**config.mk**
```make
export PLATFORM = sky130hd
export DESIGN_NAME = asc_host
export DESIGN_NICKNAME = d
export VERILOG_FILES = /design/src/core/asc_host.v /design/src/core/asc_timer.v
export VERILOG_INCLUDE_DIRS = /design/src /design/src/common
export SDC_FILE = /design/constraint.sdc
export NUM_CORES = 1
export LEC_CHECK = 0
export BUFFER_PORTS_ARGS = -buffer_cell sky130_fd_sc_hd__buf_2
export CORE_MARGIN = 8
export CORE_UTILIZATION = 45
export DETAILED_ROUTE_END_ITERATION = 16
export HOLD_SLACK_MARGIN = 0.1
export PLACE_DENSITY = 0.72
export SLEW_MARGIN = 20
export SYNTH_ARGS = -nofsm -noshare
export SYNTH_HDL_FRONTEND = slang
export SYNTH_SLANG_ARGS = --single-unit
```
**constraint.sdc**
```tcl
create_clock -name clk -period 5.3 [get_ports clk]
set_input_delay 0.265 -clock clk [delete_from_list [all_inputs] [get_ports clk]]
set_output_delay 0.265 -clock clk [all_outputs]
set_load 0.1 [all_outputs]
```
**src/common/asc_defines.vh**
```
`ifndef ASC_DEFINES_VH
`define ASC_DEFINES_VH

`define ASC_ADDR_W 14
`define ASC_DATA_W 4
`define ASC_CLK_NS 10

// Grade timings in ns, fast grade first and slow grade second.
`define ASC_T_RC_FAST 25
`define ASC_T_RC_SLOW 35
`define ASC_T_OE_FAST 12
`define ASC_T_OE_SLOW 15
`define ASC_T_CHZ_FAST 12
`define ASC_T_CHZ_SLOW 20
`define ASC_T_OHZ 10
`define ASC_T_WP_FAST 20
`define ASC_T_WP_SLOW 30
`define ASC_T_DW_FAST 12
`define ASC_T_DW_SLOW 20
`define ASC_T_WHZ_FAST 8
`define ASC_T_WHZ_SLOW 10
`define ASC_T_WR 0
`define ASC_T_OW 5

// Least times round up to whole cycles, none below one.
`define ASC_CYC_MIN(t) ((((t) + `ASC_CLK_NS - 1) / `ASC_CLK_NS) < 1 ? 1 : \
    (((t) + `ASC_CLK_NS - 1) / `ASC_CLK_NS))

`endif

```
**src/core/asc_host.v**
```verilog
`timescale 1ns/100ps
`default_nettype none
`include "asc_defines.vh"
// Host controller that runs read and write cycles on the asynchronous memory pins.
module asc_host (
    // Clock and reset
    input wire clk,
    input wire rst,
    // Grade select, high for the slow grade
    input wire slow_grade,
    // Supply state, low while the memory supply is dropped
    input wire supply_ok,
    // User request
    input wire req_valid,
    input wire req_write,
    input wire [`ASC_ADDR_W-1:0] req_addr,
    input wire [`ASC_DATA_W-1:0] req_wdata,
    output wire req_ready,
    // User answer
    output reg rsp_valid,
    output reg [`ASC_DATA_W-1:0] rsp_rdata,
    // Memory pins
    output reg [`ASC_ADDR_W-1:0] word_address,
    output reg chip_sel_n,
    output reg out_en_n,
    output reg write_en_n,
    input wire [`ASC_DATA_W-1:0] data_bus_in,
    output reg [`ASC_DATA_W-1:0] data_bus_out,
    output reg data_bus_oe
);
    // Cycle counts are worked out at full width first.
    localparam integer RC_F_W = `ASC_CYC_MIN(`ASC_T_RC_FAST);
    localparam integer RC_S_W = `ASC_CYC_MIN(`ASC_T_RC_SLOW);
    localparam integer OE_F_W = `ASC_CYC_MIN(`ASC_T_OE_FAST);
    localparam integer OE_S_W = `ASC_CYC_MIN(`ASC_T_OE_SLOW);
    localparam integer CHZ_F_W = `ASC_CYC_MIN(`ASC_T_CHZ_FAST);
    localparam integer CHZ_S_W = `ASC_CYC_MIN(`ASC_T_CHZ_SLOW);
    localparam integer WP_F_W = `ASC_CYC_MIN(`ASC_T_WP_FAST);
    localparam integer WP_S_W = `ASC_CYC_MIN(`ASC_T_WP_SLOW);
    localparam integer WHZ_F_W = `ASC_CYC_MIN(`ASC_T_WHZ_FAST);
    localparam integer WHZ_S_W = `ASC_CYC_MIN(`ASC_T_WHZ_SLOW);
    localparam integer OHZ_C_W = `ASC_CYC_MIN(`ASC_T_OHZ);
    localparam integer OW_C_W = `ASC_CYC_MIN(`ASC_T_OW);

    // The timer is four bits wide; every count fits, so the cut drops only zeros.
    localparam [3:0] RC_F = RC_F_W[3:0];
    localparam [3:0] RC_S = RC_S_W[3:0];
    localparam [3:0] OE_F = OE_F_W[3:0];
    localparam [3:0] OE_S = OE_S_W[3:0];
    localparam [3:0] CHZ_F = CHZ_F_W[3:0];
    localparam [3:0] CHZ_S = CHZ_S_W[3:0];
    localparam [3:0] WP_F = WP_F_W[3:0];
    localparam [3:0] WP_S = WP_S_W[3:0];
    localparam [3:0] WHZ_F = WHZ_F_W[3:0];
    localparam [3:0] WHZ_S = WHZ_S_W[3:0];
    localparam [3:0] OHZ_C = OHZ_C_W[3:0];
    localparam [3:0] OW_C = OW_C_W[3:0];

    // One-hot states.
    localparam [6:0] S_OFF = 7'h01;
    localparam [6:0] S_IDLE = 7'h02;
    localparam [6:0] S_READ = 7'h04;
    localparam [6:0] S_RREL = 7'h08;
    localparam [6:0] S_WTURN = 7'h10;
    localparam [6:0] S_WPULSE = 7'h20;
    localparam [6:0] S_WREC = 7'h40;

    reg [6:0] state;
    reg [6:0] next_state;
    reg load;
    reg [3:0] count;
    wire done;

    // Picks a timing count for the active grade.
    function [3:0] pick;
        input slow;
        input [3:0] fast_c;
        input [3:0] slow_c;
        begin
            pick = slow ? slow_c : fast_c;
        end
    endfunction

    asc_timer u_timer (
        .clk(clk),
        .rst(rst),
        .load(load),
        .count(count),
        .done(done)
    );

    // Ready only when idle, the supply is good and the recovery wait is over.
    assign req_ready = state[1] && done && supply_ok;

    // Next state and the length of the phase it starts.
    always @* begin
        next_state = state;
        load = 1'b0;
        count = 4'h0;
        case (state)
            S_OFF: begin
                // After supply returns, wait one read cycle before any access.
                if (supply_ok) begin
                    next_state = S_IDLE;
                    load = 1'b1;
                    count = pick(slow_grade, RC_F, RC_S);
                end
            end
            S_IDLE: begin
                if (!supply_ok) begin
                    next_state = S_OFF;
                end else if (req_valid && done) begin
                    load = 1'b1;
                    if (req_write) begin
                        // Device needs time to float its outputs before we drive.
                        next_state = S_WTURN;
                        count = pick(slow_grade, WHZ_F, WHZ_S);
                    end else begin
                        next_state = S_READ;
                        count = pick(slow_grade, RC_F, RC_S);
                    end
                end
            end
            S_READ: begin
                if (done) begin
                    // Hold off until the device has released the bus.
                    next_state = S_RREL;
                    load = 1'b1;
                    count = pick(slow_grade, CHZ_F, CHZ_S);
                end
            end
            S_RREL: begin
                if (done) begin
                    next_state = S_IDLE;
                end
            end
            S_WTURN: begin
                if (done) begin
                    next_state = S_WPULSE;
                    load = 1'b1;
                    count = pick(slow_grade, WP_F, WP_S);
                end
            end
            S_WPULSE: begin
                if (done) begin
                    // Recovery lasts the longer of the OW_C and OHZ_C counts.
                    next_state = S_WREC;
                    load = 1'b1;
                    count = OW_C > OHZ_C ? OW_C : OHZ_C;
                end
            end
            S_WREC: begin
                if (done) begin
                    next_state = S_IDLE;
                end
            end
            default: begin
                next_state = S_OFF;
            end
        endcase
    end

    // Pin drive and answer capture.
    always @(posedge clk) begin
        if (rst) begin
            state <= S_OFF;
            chip_sel_n <= 1'b1;
            out_en_n <= 1'b1;
            write_en_n <= 1'b1;
            word_address <= 14'h0000;
            data_bus_out <= 4'h0;
            data_bus_oe <= 1'b0;
            rsp_valid <= 1'b0;
            rsp_rdata <= 4'h0;
        end else begin
            state <= next_state;
            rsp_valid <= 1'b0;
            case (next_state)
                S_READ: begin
                    // Address, select and output enable all change on the same edge.
                    chip_sel_n <= 1'b0;
                    out_en_n <= 1'b0;
                    write_en_n <= 1'b1;
                    data_bus_oe <= 1'b0;
                end
                S_WTURN: begin
                    // Output enable high and write low first keeps device outputs off.
                    out_en_n <= 1'b1;
                    write_en_n <= 1'b0;
                    chip_sel_n <= 1'b1;
                    data_bus_oe <= 1'b0;
                end
                S_WPULSE: begin
                    chip_sel_n <= 1'b0;
                    data_bus_oe <= 1'b1;
                end
                S_WREC: begin
                    // Both strobes rise together; data stays driven for zero hold.
                    chip_sel_n <= 1'b1;
                    write_en_n <= 1'b1;
                end
                default: begin
                    chip_sel_n <= 1'b1;
                    out_en_n <= 1'b1;
                    write_en_n <= 1'b1;
                    data_bus_oe <= 1'b0;
                end
            endcase
            if (state[1] && next_state != S_IDLE && next_state != S_OFF) begin
                word_address <= req_addr;
                data_bus_out <= req_wdata;
            end
            // Sample at the end of the read cycle, after access time has passed.
            if (state[2] && done) begin
                rsp_valid <= 1'b1;
                rsp_rdata <= data_bus_in;
            end
            if (state[5] && done) begin
                rsp_valid <= 1'b1;
            end
        end
    end
endmodule
`default_nettype wire

```
**src/core/asc_timer.v**
```verilog
`timescale 1ns/100ps
`default_nettype none
// Down counter that marks when a phase has lasted its cycle count.
module asc_timer (
    // Clock and reset
    input wire clk,
    input wire rst,
    // Control
    input wire load,
    input wire [3:0] count,
    // Status
    output wire done
);
    reg [3:0] left;

    // Loading restarts the phase; the counter then runs down to zero.
    always @(posedge clk) begin
        if (rst) begin
            left <= 4'h0;
        end else if (load) begin
            left <= count;
        end else if (left != 4'h0) begin
            left <= left - 4'h1;
        end
    end

    // Done looks only at the count, because the state machine loads on done.
    // Gating done with load here would close a combinational loop.
    assign done = (left == 4'h0);
endmodule
`default_nettype wire

```
Yosys cells after proc, flatten, opt, wreduce, memory -nomap -nowiden
Cells that the tools add are included. W data, S select, Z words.

Bits in registers: 38. Input port bits: 28. Output and inout port bits: 28.

Add/subtract/negate cells: 1. Eq/ne operators: 13. Muxes and demuxes: 32. Reductions and logical operators: 14.

Operator list (number): $mux W7 (7); $pmux W7 S6 (1); $mux W3 (5); $pmux W3 S5 (1); $eq A7 B3 Y1 const B (2); $eq A7 B5 Y1 const B (2); $eq A7 B6 Y1 const B (2); $eq A7 B7 Y1 const B (2); $mux W1 (9); $mux W4 (2); $eq A7 B1 Y1 const B (1); $eq A7 B2 Y1 const B (1); $eq A7 B4 Y1 const B (1); $logic_and A1 B1 Y1 (7); $ne A7 B1 Y1 const B (1); $ne A7 B2 Y1 const B (1); $pmux W1 S2 (3); $reduce_or A2 Y1 (3); $mux W5 (1); $logic_not A4 Y1 (1); $mux W2 (2); $reduce_bool A4 Y1 (1); $sub A4 B1 Y4 const B (1); $pmux W1 S3 (1); other kinds (2) (2).

Logic depth before layout (Yosys ltp)
Word-level depth: 8. Mapped depth: 8. Depth with buffers taken out: 7.

Modules after synthesis
A second synthesis with hierarchy kept.

Cells, all modules: 229. Area, all modules: 1875.5 µm².

By module, submodules not included: asc_host (times used 1, cells each 205, area each 1646.6 µm²); asc_timer (times used 1, cells each 24, area each 229.0 µm²).

Worst setup path before layout
Ideal clock, no wire load.

Path type: reg2out. From: reg u_timer.left[0]. To: out req_ready. Data arrival time: 2.031 ns. Required time: 5.035 ns. Setup slack: 3.004 ns. Stages on the path, launching flop included: 6. Path buffers: 1. Path through: dfxtp_1 -> inv_1 -> ha_1 -> nor3b_4 -> clkbuf_1 -> and3_1.

Word-level cells in the longest chain between the ends: 3.

Ends and longest elaborated chain: start: declaration (line asc_timer.v:14) `reg [3:0] left;`; start signal: assignment (line asc_timer.v:21) `left <= count;`; start signal: assignment (line asc_timer.v:23) `left <= left - 4'h1;`; $logic_not A4 Y1 (line asc_timer.v:29) `assign done = (left == 4'h0);`; $logic_and A1 B1 Y1 (2 in a row) (line asc_host.v:93) `assign req_ready = state[1] && done && supply_ok;`; end: declaration (line asc_host.v:18) `output wire req_ready,`.

No other way between the ends.

Worst setup path in the final report
From: reg u_timer.left[0]. To: reg out_en_n.

Word-level cells in the longest chain between the ends: 8. Elaborated cells between the ends (all ways): 14. Classes of those cells: eq/ne: 3; mux: 8; reduce/logical: 3.

Ends and longest elaborated chain: $logic_not A4 Y1 (*) (line asc_timer.v:29); $logic_and A1 B1 Y1 (line asc_host.v:112) `end else if (req_valid && done) begin`; $mux W7 (line asc_host.v:112); $mux W7 (line asc_host.v:110) `if (!supply_ok) begin`; $pmux W7 S6 (*) (line asc_host.v:100) `case (state)`; $eq A7 B6 Y1 / $eq A7 B7 Y1 (equally long branches) (line asc_host.v:178) `case (next_state)`; $reduce_or A2 Y1 (no source line); $pmux W1 S2 (line asc_host.v:178); end signal: assignment (line asc_host.v:182) `out_en_n <= 1'b0;`; end signal: assignment (line asc_host.v:188) `out_en_n <= 1'b1;`; end signal: assignment (line asc_host.v:204) `out_en_n <= 1'b1;`; end: declaration (line asc_host.v:25) `output reg out_en_n,`.

Every way passes the cells marked *; elsewhere a longest branch is shown, timed or not. A chain may end at the register's enable or synchronous reset.

==> results.md <==
* P_leak at 0.000866 uW
* DR iter-0 viols at 71
* Antenna fix cells at 0
* Area Overhead vs Synth at 20.3%
* Post-synth EDFFs at 0
* Worst vdd ir at 0.188 mV
* Critical R2R Launch: u_timer.left[0]$_SDFFE_PP0P_
* Area of the multi-input gates at 947 sq um
* Area after DPL at 2070 sq um
* Worst-Skew Late Latency at 0.29 ns
* Detailed-route DRC error count at 0
* HPWL Detailed at 3230 um
* Via count at 1698
* Global-route wire length before repair at 7660 um
* Yosys cell types at 54
* Initial antenna violation count at 0
* Via density at 5.31
* Worst reg-to-reg path cell count at 7
* Syn_nets at 250
* Setup_tns at 0 ns
* Hold Path Class: primary input to register
* CP Max Fanout at 20
* Longest Clk Path Bufs at 2
* Worst reg2reg endpoint: out_en_n$_SDFFE_PP1N_
* Die H at 79.3 um
* Vias in the first global route at 1730
* Worst hold endpoint: data_bus_out[0]$_SDFFE_PP0P_
* Dominant synthesized flop cell: dfxtp_1
* Outcome: finished, final reports clean
* Final worst-path cycle share at 0.475
* Sequential cell area at 761 sq um
* Post-CTS Resized at 0
* Row count at 23
* Final Hold Vio Count at 0
* DRT antenna net count at 0
* Power per cell area at 298 nW/um^2
* Sequential element share of the synthesized area at 0.422
* Leading area contributor after synthesis: dfxtp_1
* Filler cells at 399
* CTS Hold Bufs at 0
* Most frequent cells in the layout: buf_2 (55), nand2_1 (47), dfxtp_1 (38), a21oi_1 (28), nor2_1 (12)
* Slew Viols, Final at 0
* Final Critical Period at 2.52 ns
* #FFs+latches synth at 38
* Hold path startpoint: req_wdata[0]
* Gpl congestion at 0.833
* Worst slew pin tran at 0.768 ns
* CTS Root Cell: clkbuf_8
* Rel. slew slack at 0.487
* Crit start category: register
* Total Routing Usage GR at 0.149
* Internal reg-to-reg setup slack at 2.78 ns
* Mapped cell area at 1800 sq um
* I/O pin total at 56
* Average routed wire per standard cell at 13.8 um
* CTS tree: yes
* Commonest non-fill, non-tap cell in the layout: buf_2
* Skew final at 0.00600 ns
* Util after Layout at 0.554
* Post-CTS Setup Inserts at 0
* Maximum clock frequency at 0.397 GHz
* Max-cap viol count at 0
* Ranking of synthesized cells by area: dfxtp_1 (42%), nand2_1 (9.8%), a21oi_1 (7.8%), nor2_1 (2.5%), nor3_1 (1.9%)
* Num CTS Buffers at 5
* Critical path class: register to register
* Critical path capture point type: register
* Synth Area per Inst at 8.15 sq um
* Share of layout cells above drive strength 1 at 0.278
* I/O Buffers at 55
* Die width at 79.3 um
* Ys Warns at 0
* CTS clock-pin slew for the worst setup and hold paths at 0.07 ns
* Setup violators final at 0
* Synth async-reset ratio at 0
* Final instance area at 2170 sq um
* Core area at 3910 sq um
* Router iterations before antenna repair at 4
* RSZ-0062 raised after global routing: false
* Tot Pwr at 647 uW
* Hold slack final at 0.206 ns
* Largest net degree at the start of global routing at 39
* Routed wire length at 4400 um
* Final #Nets at 298
* Hold path depth at 3
* Critical Path RT at 5.48 ns
* Critical Path AT at 2.70 ns
* H-Tree Depth at 2
* Initial core utilization at 0.460
* Die ar. at 6280 sq um
* Grt ovf at 0
* Yosys top cell area share at 0.422
* CTS Sinks at 38
* Cells after Synth at 221
[worst max-delay path: stages, from the launching register on]
cell	delay, ns
dfxtp_1	0.33
inv_1	0.07
ha_1	0.21
nor3b_4	0.68
nand3_2	0.20
or2_1	0.51
o22ai_2	0.30
o21bai_1	0.10
[registers in the layout, summed over array words and instances (netlist names)]
register,cells
chip_sel_n,1
data_bus_oe,1
data_bus_out,4
out_en_n,1
rsp_rdata,4
rsp_valid,1
state,7
u_timer.left,4
word_address,14
write_en_n,1
[per-stage QoR]
step | setup slack, ns | std cells
4_1_cts | 2.76 | 320
3_3_place_gp | 2.86 | 312
2_1_floorplan | 3.00 | 221
3_5_place_dp | 2.78 | 312
5_1_grt | 2.58 | 320
6_report | 2.78 | 320
[power by group]
part           internal [uW]  total (uW)  switching (uW)
Combinational           49.1         133            84.1
Sequential               295         306            10.6
Clock                    105         208             103
[final cells by class]
class,count,share of cell area
inverters,7,0.0121
well taps,50,0.0289
multi-input cells,162,0.437
flip-flops and latches,38,0.351
repair buffers,55,0.127
clock inverters,2,0.00577
clock buffers,6,0.0381
[metal layers]
layer  share of wire  vias to the layer above  GRT usage
met1            0.44                      782      0.170
met2            0.48                       47      0.248
met3           0.064                        8     0.0576
met5               0                        -          0
li1                -                      861          -
met4           0.015                        0     0.0463
[kinds of logic (layout without fill, tap and decap cells)]
logic type	Yosys count	count (layout)	synth area share
buffers and inverters	21	70	0.0521
adders and majority gates	1	1	0.00694
muxes	1	1	0.00625
xor gates and xnor gates	3	3	0.0146
AOI/OAI and AO/OA	57	57	0.207
DFF	38	38	0.422
and+or+nand+nor	100	100	0.291
[Yosys cell counts (2+ instances only)]
cell / instances
a2111oi_2: 2
a21boi_0: 2
a21o_1: 2
a21oi_1: 28
a31oi_1: 2
buf_2: 6
clkbuf_1: 7
dfxtp_1: 38
inv_1: 7
nand2_1: 47
nand2b_1: 4
nand3_1: 6
nand4_1: 2
nor2_1: 12
nor2b_1: 2
nor3_1: 7
nor3b_1: 3
o21a_1: 2
o21ai_0: 4
o21ai_1: 2
o21bai_1: 2
xnor2_1: 2
[how the worst max path moves through the flow]
stage / from / end / slack [ns] / depth (start not counted)
after floorplan: u_timer.left[0]$_SDFFE_PP0P_ / req_ready / 3.00 / 5
after global placement: u_timer.left[0]$_SDFFE_PP0P_ / out_en_n$_SDFFE_PP1N_ / 2.86 / 7
after detailed placement: u_timer.left[0]$_SDFFE_PP0P_ / out_en_n$_SDFFE_PP1N_ / 2.78 / 7
after CTS: u_timer.left[0]$_SDFFE_PP0P_ / out_en_n$_SDFFE_PP1N_ / 2.76 / 7
after global routing: u_timer.left[0]$_SDFFE_PP0P_ / out_en_n$_SDFFE_PP1N_ / 2.58 / 7
final: u_timer.left[0]$_SDFFE_PP0P_ / out_en_n$_SDFFE_PP1N_ / 2.78 / 7
No activity file was read; power rests on OpenSTA's default activity.
